[src/e1ec_pkg.sv]
// constants shared by the e1 error counter and channel monitor block
package e1ec_pkg;
	// ****************************************
	// register offsets on the control port
	// ****************************************
	localparam logic [7:0] ADDR_VIOL_HI = 8'h00;
	localparam logic [7:0] ADDR_VIOL_LO = 8'h01;
	localparam logic [7:0] ADDR_CRC_HI = 8'h02;
	localparam logic [7:0] ADDR_CRC_LO = 8'h03;
	localparam logic [7:0] ADDR_EBIT_HI = 8'h04;
	localparam logic [7:0] ADDR_EBIT_LO = 8'h05;
	localparam logic [7:0] UNMAPPED_DATA = 8'h00;
	// ****************************************
	// counter widths, limits and field split
	// ****************************************
	localparam int VIOL_W = 16;
	localparam int CRC_W = 10;
	localparam int EBIT_W = 10;
	localparam int FAS_W = 12;
	localparam int FAS_SPLIT = 6;
	localparam logic [15:0] VIOL_MAX = 16'hffff;
	localparam logic [15:0] CRC_MAX = 16'h03ff;
	localparam logic [15:0] EBIT_MAX = 16'h03ff;
	localparam logic [15:0] FAS_MAX = 16'h0fff;
	localparam logic [15:0] COUNT_RST = 16'h0000;
	// ****************************************
	// line timing and interval lengths
	// ****************************************
	localparam longint LINE_RATE_HZ = 2048000;
	localparam longint LONG_INTERVAL_MS = 1000;
	localparam longint SHORT_INTERVAL_US = 62500;
	localparam int unsigned LONG_BITS = int'(LINE_RATE_HZ * LONG_INTERVAL_MS / 1000);
	localparam int unsigned SHORT_BITS = int'(LINE_RATE_HZ * SHORT_INTERVAL_US / 1000000);
	localparam int TMR_W = 21;
	// ****************************************
	// line code and frame positions
	// ****************************************
	localparam logic [2:0] HDB3_ZERO_RUN = 3'h3;
	localparam logic [3:0] EBIT_FRAME_A = 4'hd;
	localparam logic [3:0] EBIT_FRAME_B = 4'hf;
	localparam logic [2:0] MON_LAST_BIT = 3'h7;
	localparam int CHAN_W = 5;
endpackage : e1ec_pkg

[src/e1ec_pin_sync.sv]
// three-stage synchroniser with agreement filter for pin inputs
`timescale 1ns/10ps
module e1ec_pin_sync #(
	parameter int W = 1
) (
	// clock and control
	input wire logic clk_sys_i,
	input wire logic srst_i,
	input wire logic ce_i,
	// pins and filtered levels
	input wire logic [W-1:0] pin_i,
	output logic [W-1:0] level_o
);
	logic [W-1:0] s1_q;
	logic [W-1:0] s2_q;
	logic [W-1:0] s3_q;

	always_ff @(posedge clk_sys_i)
	begin
		if (srst_i)
		begin
			s1_q <= '0;
			s2_q <= '0;
			s3_q <= '0;
		end
		else if (ce_i)
		begin
			s1_q <= pin_i;
			s2_q <= s1_q;
			s3_q <= s2_q;
		end
	end

	// a bit changes only once stages two and three agree
	always_ff @(posedge clk_sys_i)
	begin
		if (srst_i)
			level_o <= '0;
		else if (ce_i)
			level_o <= (s2_q & ~(s2_q ^ s3_q)) | (level_o & (s2_q ^ s3_q));
	end
endmodule : e1ec_pin_sync

[src/e1ec_chan_mon.sv]
// captures one selected 64 kbps channel into a readable byte
`timescale 1ns/10ps
module e1ec_chan_mon (
	// clock and control
	input wire logic clk_sys_i,
	input wire logic srst_i,
	input wire logic ce_i,
	// serial stream position and data
	input wire logic bit_en_i,
	input wire logic [4:0] chan_i,
	input wire logic [2:0] bit_idx_i,
	input wire logic data_i,
	// channel select and captured byte
	input wire logic [4:0] sel_i,
	output logic [7:0] byte_o
);
	logic [6:0] shift_q;
	logic hit;

	assign hit = bit_en_i && (chan_i == sel_i);

	// first bit of the channel ends up in the msb
	always_ff @(posedge clk_sys_i)
	begin
		if (srst_i)
		begin
			shift_q <= 7'h00;
			byte_o <= 8'h00;
		end
		else if (ce_i && hit)
		begin
			shift_q <= {shift_q[5:0], data_i};
			if (bit_idx_i == e1ec_pkg::MON_LAST_BIT)
				byte_o <= {shift_q, data_i};
		end
	end
endmodule : e1ec_chan_mon

[src/e1ec_top.sv]
// e1 error counters with interval latching and channel monitors
// ****************************************
// Functional notes
// - all counters latch together each second, or each 62.5 ms when selected
// - held values stay for the whole next interval; host reads within it
// - every counter stops at its maximum until the interval ends
// - violation count is 16 bits: high byte at 0x00, low at 0x01
// - violation mode zero counts consecutive same-polarity marks
// - in that mode with hdb3 decode on, violations after exactly three zeros are not counted
// - violation mode one counts successive same-polarity bipolar violations
// - violation counter ignores sync loss and saturates at 65535
// - crc4 count is 10 bits: bits 9..8 at 0x02[1:0], low byte 0x03
// - crc4 and e-bit counters stop on fas or crc4 sync loss; e-bit also stops with crc4 multiframe off
// - e-bit counter counts zero e bits in frames 13 and 15
// - e-bit count is 10 bits: bits 9..8 at 0x04[1:0], low byte 0x05
// - fas count 12 bits: 11..6 at 0x02[7:2], 5..0 at 0x04[7:2]
// - fas word errors counted except in receive sync loss or any alignment search
// - one transmit and one receive channel copied into monitor bytes by select
// - monitor byte holds the first channel bit in its msb
// - interval timer counts the recovered receive clock
// ****************************************
`timescale 1ns/10ps
module e1ec_top #(
	parameter int unsigned LONG_BITS = e1ec_pkg::LONG_BITS,
	parameter int unsigned SHORT_BITS = e1ec_pkg::SHORT_BITS
) (
	// clock, reset, enable
	input wire logic clk_sys_i,
	input wire logic srst_i,
	input wire logic ce_i,
	// receive line pins
	input wire logic rx_line_clk_i,
	input wire logic rx_line_pos_i,
	input wire logic rx_line_neg_i,
	// control bits
	input wire logic interval_select_bit_i,
	input wire logic violation_mode_bit_i,
	input wire logic receive_hdb3_enable_i,
	input wire logic crc4_multiframe_enable_i,
	// framer sync state
	input wire logic fas_sync_lost_i,
	input wire logic crc_sync_lost_i,
	input wire logic receive_sync_lost_i,
	input wire logic fas_search_i,
	input wire logic cas_search_i,
	input wire logic crc_search_i,
	// framer error events
	input wire logic crc_error_i,
	input wire logic fas_word_error_i,
	input wire logic ebit_strobe_i,
	input wire logic [3:0] ebit_frame_i,
	input wire logic ebit_value_i,
	// channel streams
	input wire logic tx_bit_en_i,
	input wire logic [4:0] tx_chan_i,
	input wire logic [2:0] tx_bit_idx_i,
	input wire logic tx_data_i,
	input wire logic rx_bit_en_i,
	input wire logic [4:0] rx_chan_i,
	input wire logic [2:0] rx_bit_idx_i,
	input wire logic rx_data_i,
	input wire logic [4:0] tx_monitor_select_i,
	input wire logic [4:0] rx_monitor_select_i,
	// parallel control port
	input wire logic [7:0] addr_i,
	input wire logic rd_i,
	input wire logic wr_i,
	input wire logic [7:0] wdata_i,
	output logic [7:0] rdata_o,
	// status and monitor outputs
	output logic interval_timer_flag_o,
	output logic [7:0] tx_channel_monitor_byte_o,
	output logic [7:0] rx_channel_monitor_byte_o
);
	// ****************************************
	// helpers
	// ****************************************
	function automatic logic [15:0] sat_inc(input logic [15:0] v, input logic [15:0] maxv);
		sat_inc = (v >= maxv) ? v : 16'(v + 16'h0001);
	endfunction : sat_inc

	logic [2:0] line_lvl;
	logic rclk_prev_q;
	logic rx_tick;
	logic bnd;
	logic [e1ec_pkg::TMR_W-1:0] tmr_q;
	logic [e1ec_pkg::TMR_W-1:0] tmr_lim;

	// ****************************************
	// line pin synchronisation
	// ****************************************
	e1ec_pin_sync #(.W(3)) u_sync (
		.clk_sys_i(clk_sys_i),
		.srst_i(srst_i),
		.ce_i(ce_i),
		.pin_i({rx_line_clk_i, rx_line_pos_i, rx_line_neg_i}),
		.level_o(line_lvl)
	);

	always_ff @(posedge clk_sys_i)
	begin
		if (srst_i)
			rclk_prev_q <= 1'b0;
		else if (ce_i)
			rclk_prev_q <= line_lvl[2];
	end

	assign rx_tick = line_lvl[2] && !rclk_prev_q;

	// ****************************************
	// interval timer
	// ****************************************
	assign tmr_lim = interval_select_bit_i ? e1ec_pkg::TMR_W'(SHORT_BITS - 1) :
		e1ec_pkg::TMR_W'(LONG_BITS - 1);
	assign bnd = rx_tick && (tmr_q >= tmr_lim);

	always_ff @(posedge clk_sys_i)
	begin
		if (srst_i)
			tmr_q <= '0;
		else if (ce_i && rx_tick)
			tmr_q <= bnd ? '0 : e1ec_pkg::TMR_W'(tmr_q + 1'b1);
	end

	always_ff @(posedge clk_sys_i)
	begin
		if (srst_i)
			interval_timer_flag_o <= 1'b0;
		else if (ce_i)
			interval_timer_flag_o <= bnd;
	end

	// ****************************************
	// violation detection
	// ****************************************
	logic mark;
	logic have_mark_q;
	logic last_pol_q;
	logic [2:0] zeros_q;
	logic have_bpv_q;
	logic last_bpv_pol_q;
	logic bpv;
	logic hdb3_code;
	logic viol_inc;

	assign mark = line_lvl[1] || line_lvl[0];
	assign bpv = rx_tick && mark && have_mark_q && (line_lvl[1] == last_pol_q);
	assign hdb3_code = bpv && (zeros_q == e1ec_pkg::HDB3_ZERO_RUN);
	always_comb
	begin
		if (violation_mode_bit_i)
			viol_inc = bpv && have_bpv_q && (line_lvl[1] == last_bpv_pol_q);
		else
			viol_inc = bpv && !(receive_hdb3_enable_i && hdb3_code);
	end

	always_ff @(posedge clk_sys_i)
	begin
		if (srst_i)
		begin
			have_mark_q <= 1'b0;
			last_pol_q <= 1'b0;
			zeros_q <= 3'h0;
		end
		else if (ce_i && rx_tick)
		begin
			if (mark)
			begin
				have_mark_q <= 1'b1;
				last_pol_q <= line_lvl[1];
				zeros_q <= 3'h0;
			end
			else if (zeros_q != 3'h7)
				zeros_q <= 3'(zeros_q + 3'h1);
		end
	end

	always_ff @(posedge clk_sys_i)
	begin
		if (srst_i)
		begin
			have_bpv_q <= 1'b0;
			last_bpv_pol_q <= 1'b0;
		end
		else if (ce_i && bpv)
		begin
			have_bpv_q <= 1'b1;
			last_bpv_pol_q <= line_lvl[1];
		end
	end

	// ****************************************
	// error event qualification
	// ****************************************
	logic crc_en;
	logic fas_en;
	logic crc_inc;
	logic ebit_inc;
	logic fas_inc;

	assign crc_en = !fas_sync_lost_i && !crc_sync_lost_i;
	assign fas_en = !receive_sync_lost_i && !fas_search_i && !cas_search_i && !crc_search_i;
	assign crc_inc = crc_error_i && crc_en;
	assign ebit_inc = crc_en && crc4_multiframe_enable_i && ebit_strobe_i && !ebit_value_i &&
		((ebit_frame_i == e1ec_pkg::EBIT_FRAME_A) || (ebit_frame_i == e1ec_pkg::EBIT_FRAME_B));
	assign fas_inc = fas_word_error_i && fas_en;

	// ****************************************
	// running counters and holding registers
	// ****************************************
	logic [15:0] viol_cnt_q;
	logic [15:0] viol_hold_q;
	logic [15:0] viol_next;
	logic [9:0] crc_cnt_q;
	logic [9:0] crc_hold_q;
	logic [9:0] crc_next;
	logic [15:0] crc_sat;
	logic [9:0] eb_cnt_q;
	logic [9:0] eb_hold_q;
	logic [9:0] eb_next;
	logic [15:0] eb_sat;
	logic [11:0] fas_cnt_q;
	logic [11:0] fas_hold_q;
	logic [11:0] fas_next;
	logic [15:0] fas_sat;

	assign viol_next = viol_inc ? sat_inc(viol_cnt_q, e1ec_pkg::VIOL_MAX) : viol_cnt_q;
	assign crc_sat = sat_inc(16'(crc_cnt_q), e1ec_pkg::CRC_MAX);
	assign crc_next = crc_inc ? crc_sat[9:0] : crc_cnt_q;
	assign eb_sat = sat_inc(16'(eb_cnt_q), e1ec_pkg::EBIT_MAX);
	assign eb_next = ebit_inc ? eb_sat[9:0] : eb_cnt_q;
	assign fas_sat = sat_inc(16'(fas_cnt_q), e1ec_pkg::FAS_MAX);
	assign fas_next = fas_inc ? fas_sat[11:0] : fas_cnt_q;

	always_ff @(posedge clk_sys_i)
	begin
		if (srst_i)
		begin
			viol_cnt_q <= e1ec_pkg::COUNT_RST;
			viol_hold_q <= e1ec_pkg::COUNT_RST;
		end
		else if (ce_i)
		begin
			if (bnd)
			begin
				viol_hold_q <= viol_next;
				viol_cnt_q <= e1ec_pkg::COUNT_RST;
			end
			else
				viol_cnt_q <= viol_next;
		end
	end

	always_ff @(posedge clk_sys_i)
	begin
		if (srst_i)
		begin
			crc_cnt_q <= '0;
			crc_hold_q <= '0;
			eb_cnt_q <= '0;
			eb_hold_q <= '0;
		end
		else if (ce_i)
		begin
			if (bnd)
			begin
				crc_hold_q <= crc_next;
				eb_hold_q <= eb_next;
				crc_cnt_q <= '0;
				eb_cnt_q <= '0;
			end
			else
			begin
				crc_cnt_q <= crc_next;
				eb_cnt_q <= eb_next;
			end
		end
	end

	always_ff @(posedge clk_sys_i)
	begin
		if (srst_i)
		begin
			fas_cnt_q <= '0;
			fas_hold_q <= '0;
		end
		else if (ce_i)
		begin
			if (bnd)
			begin
				fas_hold_q <= fas_next;
				fas_cnt_q <= '0;
			end
			else
				fas_cnt_q <= fas_next;
		end
	end

	// ****************************************
	// control port read decode
	// ****************************************
	logic [7:0] rd_mux;

	// writes are accepted and dropped; holding registers load only at boundaries
	always_comb
	begin
		case (addr_i)
			e1ec_pkg::ADDR_VIOL_HI: rd_mux = viol_hold_q[15:8];
			e1ec_pkg::ADDR_VIOL_LO: rd_mux = viol_hold_q[7:0];
			e1ec_pkg::ADDR_CRC_HI: rd_mux = {fas_hold_q[11:e1ec_pkg::FAS_SPLIT], crc_hold_q[9:8]};
			e1ec_pkg::ADDR_CRC_LO: rd_mux = crc_hold_q[7:0];
			e1ec_pkg::ADDR_EBIT_HI: rd_mux = {fas_hold_q[e1ec_pkg::FAS_SPLIT-1:0], eb_hold_q[9:8]};
			e1ec_pkg::ADDR_EBIT_LO: rd_mux = eb_hold_q[7:0];
			default: rd_mux = e1ec_pkg::UNMAPPED_DATA;
		endcase
	end

	always_ff @(posedge clk_sys_i)
	begin
		if (srst_i)
			rdata_o <= 8'h00;
		else if (ce_i && rd_i)
			rdata_o <= rd_mux;
	end

	// ****************************************
	// channel monitors
	// ****************************************
	e1ec_chan_mon u_tx_mon (
		.clk_sys_i(clk_sys_i),
		.srst_i(srst_i),
		.ce_i(ce_i),
		.bit_en_i(tx_bit_en_i),
		.chan_i(tx_chan_i),
		.bit_idx_i(tx_bit_idx_i),
		.data_i(tx_data_i),
		.sel_i(tx_monitor_select_i),
		.byte_o(tx_channel_monitor_byte_o)
	);

	e1ec_chan_mon u_rx_mon (
		.clk_sys_i(clk_sys_i),
		.srst_i(srst_i),
		.ce_i(ce_i),
		.bit_en_i(rx_bit_en_i),
		.chan_i(rx_chan_i),
		.bit_idx_i(rx_bit_idx_i),
		.data_i(rx_data_i),
		.sel_i(rx_monitor_select_i),
		.byte_o(rx_channel_monitor_byte_o)
	);
endmodule : e1ec_top

[config.mk]
export PLATFORM = sky130hd
export DESIGN_NAME = e1ec_top
export DESIGN_NICKNAME = d
export VERILOG_FILES = /design/src/e1ec_pkg.sv /design/src/e1ec_pin_sync.sv /design/src/e1ec_chan_mon.sv /design/src/e1ec_top.sv
export SDC_FILE = /design/constraint.sdc
export NUM_CORES = 1
export LEC_CHECK = 0
export ABC_CLOCK_PERIOD_IN_PS = 2500
export BUFFER_PORTS_ARGS = -buffer_cell sky130_fd_sc_hd__buf_4
export CORE_MARGIN = 1
export CORE_UTILIZATION = 50
export CTS_CLUSTER_SIZE = 12
export DETAILED_ROUTE_END_ITERATION = 10
export GPL_TIMING_DRIVEN = 0
export HOLD_SLACK_MARGIN = 0.1
export PLACE_DENSITY = 0.73
export SLEW_MARGIN = 20
export SYNTH_ARGS = -nofsm -noshare
export SYNTH_HDL_FRONTEND = slang
export SYNTH_SLANG_ARGS = --single-unit
[constraint.sdc]
create_clock -name clk_sys_i -period 2.5 [get_ports clk_sys_i]
set_input_delay 0.125 -clock clk_sys_i [delete_from_list [all_inputs] [get_ports clk_sys_i]]
set_output_delay 0.125 -clock clk_sys_i [all_outputs]
set_load 0.03 [all_outputs]
=== Word level (Yosys, flattened, before mapping) ===
Cells that the tools add are included.

* Register bits after elaboration: 176
* Input port bits: 72
* Output and inout port bits: 25
* Logic and storage cells: 119

* $add $sub $neg: 6
* $lt $le $gt $ge: 5
* Eq/ne operators: 15
* Mux-type cells: 18
* Bitwise operators: 5
* Reductions and logical operators: 45

{| class="wikitable"
|+ Operator list
! cell !! number
|-
| $mux 10 || 6
|-
| $mux 16 || 3
|-
| $pmux 8 s6 || 1
|-
| $mux 21 || 2
|-
| $mux 12 || 3
|-
| $logic_and 1x1->1 || 27
|-
| $add 21x1->21 const B || 1
|-
| $ge 21x21->1 || 1
|-
| $add 10x1->10 const B || 2
|-
| $ge 10x10->1 const B || 2
|-
| $add 16x1->16 const B || 1
|-
| $eq 8x2->1 const B || 2
|-
| $eq 8x3->1 const B || 2
|-
| $ge 16x16->1 const B || 1
|-
| $add 12x1->12 const B || 1
|-
| $ge 12x12->1 const B || 1
|-
| $eq 5x5->1 || 2
|-
| $reduce_and 2->1 || 5
|-
| $logic_not 1->1 || 9
|-
| $eq 4x4->1 const B || 2
|-
| $eq 8x1->1 const B || 1
|-
| $logic_not 8->1 || 1
|-
| $and 3x3->3 || 2
|-
| $eq 3x3->1 const B || 2
|-
| 11 further kinds || 14
|}

=== Depth between registers and ports, before layout ===
Gate-level depths: netlist of run 1.

* Depth after elaboration: 12
* Depth in mapped cells: 10
* Mapped depth without buffers: 8

=== Hierarchy ===
From an unflattened synthesis of run 1, not the netlist that was laid out.

* Cells, all modules: 1011
* Area total of the unflattened synthesis: 8748.4 sq um

{| class="wikitable"
|+ By module, submodules not included
! module !! instances !! cells an instance !! area each (sq um) !! sequential area each (sq um)
|-
| e1ec_top || 1 || 847 || 6907.9 || 2682.6
|-
| e1ec_chan_mon || 2 || 58 || 656.9 || 300.3
|-
| e1ec_pin_sync || 1 || 48 || 526.8 || 240.2
|}

=== Least setup slack after synthesis of run 1 ===
No wires, ideal clock.

* Kind: reg-to-reg
* Start: register tmr_q[18] (netlist name)
* End: register crc_cnt_q[7]
* Setup time: 117 ps
* Arrival time: 2059 ps
* Data required time: 2383 ps
* Setup slack: 324 ps
* Stages on the path, launching flop included: 9
* Buffers on the path: 1
* Clock period less this slack: 2176 ps
* Cell sequence: dfxtp_1 > ha_1 > nand3_1 > or3_4 > nor4_4 > o31ai_1 > and2_1 > clkbuf_1 > a22o_1

* Cells in the longest elaborated chain, start to end: 3

{| class="wikitable"
|+ Ends and longest elaborated chain
! item !! RTL line !! text
|-
| start, declared || e1ec_top.sv:86 || <nowiki>logic [e1ec_pkg::TMR_W-1:0] tmr_q;</nowiki>
|-
| start signal, assigned || e1ec_top.sv:122 || <nowiki>tmr_q <= bnd ? '0 : e1ec_pkg::TMR_W'(tmr_q + 1'b1);</nowiki>
|-
| $ge 21x21->1 || e1ec_top.sv:115 || <nowiki>assign bnd = rx_tick && (tmr_q >= tmr_lim);</nowiki>
|-
| $logic_and 1x1->1 || e1ec_top.sv:115 ||
|-
| $mux 10 || e1ec_top.sv:265 || <nowiki>if (bnd)</nowiki>
|-
| end signal, assigned || e1ec_top.sv:274 || <nowiki>crc_cnt_q <= crc_next;</nowiki>
|-
| end, declared || e1ec_top.sv:214 || <nowiki>logic [9:0] crc_cnt_q;</nowiki>
|}

Every way passes these cells.
A chain may end at the register's enable or synchronous reset.

=== Final worst setup path of run 1 ===
* Start: register tmr_q[17] (netlist name)
* End: register viol_cnt_q[15]

* Cells in the longest elaborated chain, start to end: 3

{| class="wikitable"
|+ Ends and longest elaborated chain
! item !! RTL line !! text
|-
| $ge 21x21->1 || e1ec_top.sv:115 ||
|-
| $logic_and 1x1->1 || e1ec_top.sv:115 ||
|-
| $mux 16 || e1ec_top.sv:244 || <nowiki>if (bnd)</nowiki>
|-
| end signal, assigned || e1ec_top.sv:239 || <nowiki>viol_cnt_q <= e1ec_pkg::COUNT_RST;</nowiki>
|-
| end signal, assigned || e1ec_top.sv:247 || <nowiki>viol_cnt_q <= e1ec_pkg::COUNT_RST;</nowiki>
|-
| end signal, assigned || e1ec_top.sv:250 || <nowiki>viol_cnt_q <= viol_next;</nowiki>
|-
| end, declared || e1ec_top.sv:211 || <nowiki>logic [15:0] viol_cnt_q;</nowiki>
|}

Every way passes these cells.

==> metrics.txt, run 1 <==
# TYPE chip_impl_metric gauge
chip_impl_metric{name="timing.final.hold_violations",unit=""} 0
chip_impl_info{name="destination_of_the_worst_register_to_register_timing_path",value="viol_cnt_q[15]"} 1
chip_impl_metric{name="crit_fanout",unit=""} 10
chip_impl_metric{name="setup_slack_of_the_most_critical_reg_to_reg_path",unit="ns"} 0.14
chip_impl_info{name="worstSetupEndpoint",value="viol_cnt_q[15]"} 1
chip_impl_metric{name="routed_via_density",unit=""} 5.712
chip_impl_metric{name="worst_clock_skew",unit="ns"} 0.009543
chip_impl_info{name="timing.critical_path.cells",value="ha_1 > nand3_1 > or3_4 > nor4_4 > buf_4 > o31ai_2 > buf_2 > nand4_1 > a31oi_1"} 1
chip_impl_metric{name="post_route_cells_drive_above_1_share",unit=""} 0.1661
chip_impl_metric{name="pin_count_of_the_biggest_net_entering_global_routing",unit=""} 17
chip_impl_metric{name="peakVddDrop",unit="uV"} 512.0
chip_impl_metric{name="timing.hold.ws",unit="ns"} 0.1354
chip_impl_metric{name="cts.clk_slew.worst_paths",unit="ns"} 0.07
chip_impl_info{name="cp-startpoint",value="tmr_q[17]"} 1
chip_impl_metric{name="core_area",unit="mm2"} 0.01670
chip_impl_metric{name="max_slew.worst_pin.slew",unit="ns"} 0.7768
chip_impl_metric{name="timing.max_slew.rel_slack",unit=""} 0.4821
chip_impl_metric{name="drt_pass1_iterations",unit=""} 5
chip_impl_metric{name="synth_seq_cells",unit=""} 176
chip_impl_metric{name="post_synth.cell_area_avg",unit="um2"} 8.730
chip_impl_info{name="hold_class",value="in -> reg"} 1
chip_impl_metric{name="num_io_pins",unit=""} 97
chip_impl_metric{name="power.share.sequential",unit=""} 0.471
chip_impl_metric{name="synthArstFlopShare",unit=""} 0
chip_impl_metric{name="worst_ep_required_time",unit="ns"} 2.85
chip_impl_metric{name="final_period_minus_worst_setup_slack",unit="ns"} 2.361
chip_impl_info{name="start_kind",value="flop"} 1
chip_impl_metric{name="mappedNetlistNets",unit=""} 1072
chip_impl_metric{name="max_cap_violations",unit=""} 0
chip_impl_metric{name="layout-area-overhead-vs-synth",unit="%"} 19.24
chip_impl_metric{name="mappedNetlistArea",unit="mm2"} 0.008591
chip_impl_info{name="critical_path_class",value="reg -> reg"} 1
chip_impl_metric{name="design.die.area",unit="mm2"} 0.01771
chip_impl_info{name="outcome",value="finished, final reports clean"} 1
chip_impl_info{name="postSynth.topFlopCell",value="sky130_fd_sc_hd__dfxtp_1"} 1
chip_impl_metric{name="static_leak",unit="nW"} 3.867
chip_impl_metric{name="pwr_density_cell",unit="mW/mm2"} 585.0
chip_impl_metric{name="tritoncts_num_sinks",unit=""} 176
chip_impl_metric{name="nFillCells",unit=""} 1536
chip_impl_metric{name="cts.path.max_buffers",unit=""} 2
chip_impl_metric{name="fp-row-count",unit=""} 47
chip_impl_metric{name="seq_area_frac_synth",unit=""} 0.4101
chip_impl_metric{name="overflow",unit=""} 0
chip_impl_metric{name="numCtsBuffers",unit=""} 17
chip_impl_metric{name="netlist_instances",unit=""} 984
chip_impl_metric{name="wire_length_of_the_first_global_routing_pass",unit="um"} 35690
chip_impl_metric{name="final_critical_path_share_of_the_clock_period",unit=""} 0.9445
chip_impl_metric{name="finalInstanceArea",unit="mm2"} 0.01024
chip_impl_metric{name="nets",unit=""} 1183
chip_impl_metric{name="avgRoutedWirePerCell",unit="um"} 16.66
chip_impl_metric{name="reg2reg_depth",unit=""} 9
chip_impl_info{name="synth.most_common_cell",value="sky130_fd_sc_hd__dfxtp_1"} 1
chip_impl_metric{name="grt_usage",unit=""} 0.2571
chip_impl_metric{name="vias_in_the_first_global_route",unit=""} 7123
chip_impl_info{name="rsz0062_at_grt",value="no"} 1
chip_impl_metric{name="grt_antenna_before_repair",unit=""} 0
chip_impl_metric{name="post_synth_num_cell_types",unit=""} 68
chip_impl_metric{name="ctsHtreeMaxLevel",unit=""} 4
chip_impl_metric{name="clock_insertion_delay_worst_skew",unit="ns"} 0.44
chip_impl_info{name="cts_root_buffer",value="sky130_fd_sc_hd__clkbuf_16"} 1
chip_impl_metric{name="start_util",unit=""} 0.5144
chip_impl_metric{name="hold_path_depth",unit=""} 4
chip_impl_metric{name="drv_slew",unit=""} 0
chip_impl_metric{name="dpl.hpwl",unit="um"} 15770
chip_impl_info{name="ys_top_cells_by_count",value="sky130_fd_sc_hd__dfxtp_1 (176), sky130_fd_sc_hd__nor2_1 (153), sky130_fd_sc_hd__nand2_1 (89)"} 1
chip_impl_metric{name="n_antenna_cell",unit=""} 0
chip_impl_metric{name="cell_internal_pwr",unit="mW"} 4.596
chip_impl_metric{name="synth_edf_count",unit=""} 0
chip_impl_metric{name="postRouteAntennaNets",unit=""} 0
chip_impl_metric{name="routabilityCongestion",unit=""} 0.8890
chip_impl_info{name="synth_area_leader_cell",value="sky130_fd_sc_hd__dfxtp_1"} 1
chip_impl_metric{name="drtIter0Drc",unit=""} 828
chip_impl_metric{name="width_of_the_die",unit="um"} 133.1
chip_impl_metric{name="clockPowerShare",unit=""} 0.476
chip_impl_metric{name="net-switching-power",unit="mW"} 1.397
chip_impl_metric{name="port_buffers",unit=""} 84
chip_impl_info{name="clock_tree_from_tritoncts",value="built"} 1
chip_impl_info{name="hold_path_startpoint",value="addr_i[1]"} 1
chip_impl_metric{name="routed-via-count",unit=""} 7585
chip_impl_metric{name="ys_warn_count",unit=""} 0
chip_impl_metric{name="wirelength",unit="um"} 22120
chip_impl_metric{name="cp_data_arrival_time",unit="ns"} 2.72
chip_impl_metric{name="timing.fmax",unit="MHz"} 423.5
chip_impl_info{name="synth.top_cells.by_area",value="sky130_fd_sc_hd__dfxtp_1 (41%), sky130_fd_sc_hd__nor2_1 (6.7%), sky130_fd_sc_hd__mux2i_1 (5.6%), sky130_fd_sc_hd__xor2_1 (5.1%), sky130_fd_sc_hd__nand2_1 (3.9%)"} 1
chip_impl_metric{name="drcViolationCount",unit=""} 0
chip_impl_metric{name="place_area",unit="mm2"} 0.009497
chip_impl_info{name="endpoint_kind",value="flop"} 1
chip_impl_metric{name="critPathMaxStageDelay",unit="ns"} 0.42
chip_impl_metric{name="die_height",unit="um"} 133.1
chip_impl_info{name="critPathSlowestCell",value="sky130_fd_sc_hd__o31ai_2"} 1
chip_impl_metric{name="timing.final.setup_violations",unit=""} 0
chip_impl_info{name="worst_r2r_startpoint",value="tmr_q[17]"} 1
chip_impl_metric{name="comb_power_share",unit=""} 0.053
chip_impl_metric{name="switching_share",unit=""} 0.2331
chip_impl_metric{name="synthDominantCellAreaShare",unit=""} 0.4101
## critical path, delay by kind of cell, from the launching register on
kind            cells  cell delay (ns)
compound gates      2             0.62
fa+ha+maj           1             0.25
buf+inv             2             0.53
flops               1             0.40
simple gates        4             0.48
## metal layers
metal,GRT usage,vias to the layer above,share of wire
li1,-,3722,-
met1,0.3351,3553,0.44
met2,0.4090,257,0.46
met3,0.05364,53,0.067
met4,0.1149,0,0.032
met5,0,-,0
## worst min path at each step
stage / endpoint / slack, ns
finish: rdata_o[5] / 0.14
global route: rdata_o[5] / 0.17
CTS: rdata_o[5] / 0.11
detailed placement: u_sync.s1_q[0] / 0.37
global placement: u_sync.s1_q[2] / 0.36
floorplan: u_rx_mon.shift_q[0] / 0.27
## registers in the layout (all words and copies together), names as in the netlist, 3 cells and up, named ones only
signal            count
fas_cnt_q            12
u_tx_mon.shift_q      7
eb_hold_q            10
zeros_q               3
crc_cnt_q            10
viol_cnt_q           16
crc_hold_q           10
viol_hold_q          16
u_tx_mon.byte_o       8
u_rx_mon.byte_o       8
u_sync.s2_q           3
u_rx_mon.shift_q      7
tmr_q                21
u_sync.s1_q           3
fas_hold_q           12
u_sync.s3_q           3
rdata_o               8
eb_cnt_q             10
## power groups by stage
stage | Combinational [mW] | Sequential [mW] | Clock [mW]
floorplan | 0.137 | 2.90 | 0
global placement | 0.303 | 2.89 | 0
detailed placement | 0.308 | 2.89 | 0
CTS | 0.315 | 2.82 | 2.87
global route | 0.341 | 2.82 | 3.00
finish | 0.317 | 2.82 | 2.85
## logic make-up after synthesis
family | after synthesis | share of synthesized area
AND/OR/NAND/NOR | 421 | 0.2373
flip-flops | 176 | 0.4101
AO/OA/AOI/OAI | 162 | 0.1344
XOR/XNOR | 79 | 0.08054
buffers and inverters | 72 | 0.03743
multiplexers | 58 | 0.07690
adder cells (fa/ha/maj) | 16 | 0.02330
## through the flow
stage          cells  utilization  power [mW]  worst slack (ns)  TNS [ns]
6_report        1328       0.6134       5.992            0.1388         0
4_1_cts         1325       0.6095       6.013           0.04269         0
2_1_floorplan    984            -       3.038            0.3237         0
5_1_grt         1328       0.6134       6.163           0.01172         0
3_3_place_gp    1288       0.5686       3.191           -0.1261   -0.7826
3_5_place_dp    1288       0.5686       3.197           -0.1830    -1.746
## what timing repair did
item / in CTS / in global routing
hold endpoints to repair: 7 / 0
setup buffers: 0 / 4
pin swaps: 1 / 4
hold buffers: 5 / 0
setup endpoints to repair: 27 / 99
resized for setup: 3 / 7
## layout make-up
type | instances | area (um2) | area share
multi-input cells | 736 | 4788 | 0.4674
plain buffers | 58 | 272.8 | 0.02663
clock buffers | 20 | 456.7 | 0.04458
clock inverters | 12 | 167.7 | 0.01637
flip-flops and latches | 176 | 3523 | 0.3440
repair buffers | 93 | 710.7 | 0.06938
inverters | 13 | 48.80 | 0.004764
well taps | 220 | 275.3 | 0.02687
## placed cells by master, fill, tap and decap left out, drive strengths merged, types with 16 or more instances in the layout
| cell type | n |
|---|---|
| clkbuf | 53 |
| mux2i | 48 |
| a21oi | 43 |
| nor2 | 155 |
| o21ai | 29 |
| xor2 | 50 |
| a211oi | 29 |
| nand2 | 90 |
| nand4 | 32 |
| buf | 113 |
| nor3 | 19 |
| xnor2 | 29 |
| and3 | 17 |
| dfxtp | 176 |
| ha | 16 |
| inv | 19 |
| nand3 | 51 |
Note: power is estimated with default switching activity, not from simulation.
==> run 2: changes to the inputs <==
Settings changed: CORE_ASPECT_RATIO set to 0.9.
==> run 2 against run 1 <==
Compared with the run above: setup slack lost 0.023 ns; worst hold slack gained 0.0041 ns; routed wire length is essentially flat; total power shrank 4.3%; die area is essentially flat; sequential share of layout area grew 0.17 points; global-route usage grew 0.30 points; sequential cell count is the same; critical path depth grew 1; final cell count shrank 0.60%; critical path type unchanged; largest cell class unchanged.
==> metrics.txt, run 2 (synthesis gave the netlist of run 1 again) <==
# TYPE chip_impl_metric gauge
chip_impl_metric{name="core_area",unit="mm2"} 0.01683
chip_impl_metric{name="nFillCells",unit=""} 1457
chip_impl_metric{name="drt_pass1_iterations",unit=""} 5
chip_impl_info{name="cp-startpoint",value="tmr_q[18]"} 1
chip_impl_info{name="endpoint_kind",value="flop"} 1
chip_impl_metric{name="vias_in_the_first_global_route",unit=""} 7144
chip_impl_metric{name="postRouteAntennaNets",unit=""} 0
chip_impl_metric{name="pwr_density_cell",unit="mW/mm2"} 562.4
chip_impl_metric{name="timing.final.setup_violations",unit=""} 0
chip_impl_metric{name="post_route_cells_drive_above_1_share",unit=""} 0.1659
chip_impl_metric{name="peakVddDrop",unit="uV"} 465.5
chip_impl_metric{name="clock_insertion_delay_worst_skew",unit="ns"} 0.44
chip_impl_metric{name="timing.final.hold_violations",unit=""} 0
chip_impl_metric{name="critPathMaxStageDelay",unit="ns"} 0.42
chip_impl_metric{name="place_area",unit="mm2"} 0.009485
chip_impl_metric{name="ctsHtreeMaxLevel",unit=""} 4
chip_impl_metric{name="nets",unit=""} 1184
chip_impl_info{name="hold_class",value="in -> reg"} 1
chip_impl_metric{name="final.setup.tns",unit="ns"} 0
chip_impl_metric{name="static_leak",unit="nW"} 3.841
chip_impl_metric{name="wirelength",unit="um"} 22110
chip_impl_metric{name="finalInstanceArea",unit="mm2"} 0.01019
chip_impl_info{name="final_common_cell",value="sky130_fd_sc_hd__dfxtp_1"} 1
chip_impl_metric{name="final_critical_path_share_of_the_clock_period",unit=""} 0.9537
chip_impl_info{name="outcome",value="finished, final reports clean"} 1
chip_impl_metric{name="num_io_pins",unit=""} 97
chip_impl_metric{name="drtIter0Drc",unit=""} 583
chip_impl_metric{name="overflow",unit=""} 0
chip_impl_metric{name="drcViolationCount",unit=""} 0
chip_impl_metric{name="routed-via-count",unit=""} 7588
chip_impl_metric{name="design.die.area",unit="mm2"} 0.01771
chip_impl_metric{name="dpl.hpwl",unit="um"} 15620
chip_impl_metric{name="grt_antenna_before_repair",unit=""} 0
chip_impl_metric{name="layout-area-overhead-vs-synth",unit="%"} 18.64
chip_impl_metric{name="final_period_minus_worst_setup_slack",unit="ns"} 2.384
chip_impl_metric{name="worst_ep_required_time",unit="ns"} 2.86
chip_impl_info{name="critical-path-top-cell-by-count",value="sky130_fd_sc_hd__buf_8"} 1
chip_impl_metric{name="grtUsageMet1",unit=""} 0.3456
chip_impl_info{name="start_kind",value="flop"} 1
chip_impl_metric{name="pin_count_of_the_biggest_net_entering_global_routing",unit=""} 17
chip_impl_info{name="most_frequent_cells_in_the_layout",value="sky130_fd_sc_hd__dfxtp_1 (176), sky130_fd_sc_hd__nor2_1 (153), sky130_fd_sc_hd__buf_4 (91), sky130_fd_sc_hd__nand2_1 (89)"} 1
chip_impl_metric{name="tritoncts_num_sinks",unit=""} 176
chip_impl_metric{name="start_util",unit=""} 0.5103
chip_impl_metric{name="dpl.cell_count",unit=""} 1279
chip_impl_metric{name="design_power_total",unit="mW"} 5.733
chip_impl_metric{name="cts.path.max_buffers",unit=""} 2
chip_impl_info{name="worstSetupEndpoint",value="eb_hold_q[2]"} 1
chip_impl_metric{name="flip_flop_count_of_the_largest_register_after_layout",unit=""} 21
chip_impl_metric{name="grt_usage",unit=""} 0.2601
chip_impl_metric{name="port_buffers",unit=""} 84
chip_impl_info{name="clock_tree_from_tritoncts",value="built"} 1
chip_impl_metric{name="die_height",unit="um"} 126.4
chip_impl_metric{name="drv_slew",unit=""} 0
chip_impl_metric{name="setup_slack_of_the_most_critical_reg_to_reg_path",unit="ns"} 0.12
chip_impl_metric{name="cp_data_arrival_time",unit="ns"} 2.75
chip_impl_metric{name="timing.max_slew.rel_slack",unit=""} 0.4346
chip_impl_info{name="critPathSlowestCell",value="sky130_fd_sc_hd__or3_4"} 1
chip_impl_metric{name="n_antenna_cell",unit=""} 0
chip_impl_metric{name="timing.hold.ws",unit="ns"} 0.1395
chip_impl_info{name="destination_of_the_worst_register_to_register_timing_path",value="eb_hold_q[2]"} 1
chip_impl_info{name="critical_path_class",value="reg -> reg"} 1
chip_impl_info{name="registers.top_by_ff_count",value="tmr_q"} 1
chip_impl_info{name="cts_root_buffer",value="sky130_fd_sc_hd__clkbuf_16"} 1
chip_impl_metric{name="reg2reg_depth",unit=""} 10
chip_impl_metric{name="crit_fanout",unit=""} 10
chip_impl_info{name="grt_most_used_layer",value="met2"} 1
chip_impl_metric{name="stdcell_count",unit=""} 1320
chip_impl_metric{name="met3_usage",unit=""} 0.06493
chip_impl_metric{name="numCtsBuffers",unit=""} 17
chip_impl_metric{name="max_slew.worst_pin.slew",unit="ns"} 0.8480
chip_impl_metric{name="max_cap_violations",unit=""} 0
chip_impl_metric{name="timing.fmax",unit="MHz"} 419.4
chip_impl_metric{name="cts.clk_slew.worst_paths",unit="ns"} 0.07
chip_impl_info{name="timing.critical_path.cells",value="ha_1 > nand3_1 > or3_4 > nor4_4 > buf_4 > o31a_2 > buf_8 > buf_8 > o211ai_1 > a21oi_1"} 1
chip_impl_metric{name="avgRoutedWirePerCell",unit="um"} 16.75
chip_impl_metric{name="width_of_the_die",unit="um"} 140.2
chip_impl_metric{name="worst_clock_skew",unit="ns"} 0.007552
chip_impl_info{name="worst_r2r_startpoint",value="tmr_q[18]"} 1
chip_impl_metric{name="routed_via_density",unit=""} 5.748
chip_impl_metric{name="grtUsageMet2",unit=""} 0.4062
chip_impl_info{name="layout_top_registers",value="tmr_q (21), viol_cnt_q (16), viol_hold_q (16)"} 1
chip_impl_metric{name="wire_length_of_the_first_global_routing_pass",unit="um"} 36180
chip_impl_metric{name="fp-row-count",unit=""} 45
chip_impl_metric{name="routabilityCongestion",unit=""} 0.8592
## run 2: changes by cell type in the layout (fill, tap and decap cells not counted), moves of 2 or more
cell                        change
sky130_fd_sc_hd__buf_6          -2
sky130_fd_sc_hd__buf_8          +2
sky130_fd_sc_hd__bufinv_16      -2
sky130_fd_sc_hd__clkbuf_2       +2
sky130_fd_sc_hd__clkbuf_8       -2
sky130_fd_sc_hd__clkinv_4       +5
sky130_fd_sc_hd__inv_6          -3
## run 2: worst min-delay path by stage
stage,from,endpoint,slack (ns),cells past startpoint
finish,addr_i[1],rdata_o[5],0.14,4
global route,addr_i[1],rdata_o[5],0.15,4
CTS,addr_i[1],rdata_o[5],0.13,4
detailed placement,rx_line_clk_i,u_sync.s1_q[2],0.37,3
global placement,rx_line_neg_i,u_sync.s1_q[0],0.36,3
floorplan,rx_data_i,u_rx_mon.shift_q[0],0.27,2
## run 2: where the power goes
part	total, mW	leakage [nW]	internal (mW)	switching, mW
clock network	2.59	0.269	1.39	1.20
logic	0.318	2.15	0.128	0.190
registers	2.82	1.42	2.82	0.00853
total	5.73	3.84	4.34	1.40
## run 2: final cells by class
| cell class | count | area [um2] | share of cell area |
|---|---|---|---|
| repair buffers | 93 | 710.7 | 0.06973 |
| inverters | 13 | 48.80 | 0.004788 |
| clock inverters | 13 | 132.6 | 0.01301 |
| well taps | 211 | 264.0 | 0.02590 |
| plain buffers | 59 | 285.3 | 0.02799 |
| flip-flops and latches | 176 | 3523 | 0.3457 |
| clock buffers | 19 | 432.9 | 0.04247 |
| multi-input cells | 736 | 4795 | 0.4704 |
## run 2: through the flow
| step | utilization | setup slack (ns) |
|---|---|---|
| floorplan | - | 0.3237 |
| global placement | 0.5634 | -0.1508 |
| detailed placement | 0.5634 | -0.1702 |
| CTS | 0.6010 | 0.03846 |
| global route | 0.6054 | -0.01642 |
| finish | 0.6054 | 0.1158 |
## run 2: critical path, delay by kind of cell, from the launching register on
family,cells,cell delay (ns)
fa+ha+maj,1,0.30
buf+inv,3,0.50
flops,1,0.34
compound gates,3,0.49
simple gates,3,0.66
## run 2: timing repair
item | 4_1_cts | 5_1_grt
gates resized for setup | 3 | 11
endpoints found under the setup margin | 32 | 48
hold buffers | 5 | 0
hold endpoints to repair | 7 | 0
pin swaps | 2 | 2
setup buffers | 1 | 3
## run 2: routing by layer
metal | vias to the layer above | part of all wire
met5 | - | 0
met4 | 0 | 0.021
met3 | 35 | 0.077
met2 | 263 | 0.44
met1 | 3568 | 0.46
li1 | 3722 | -
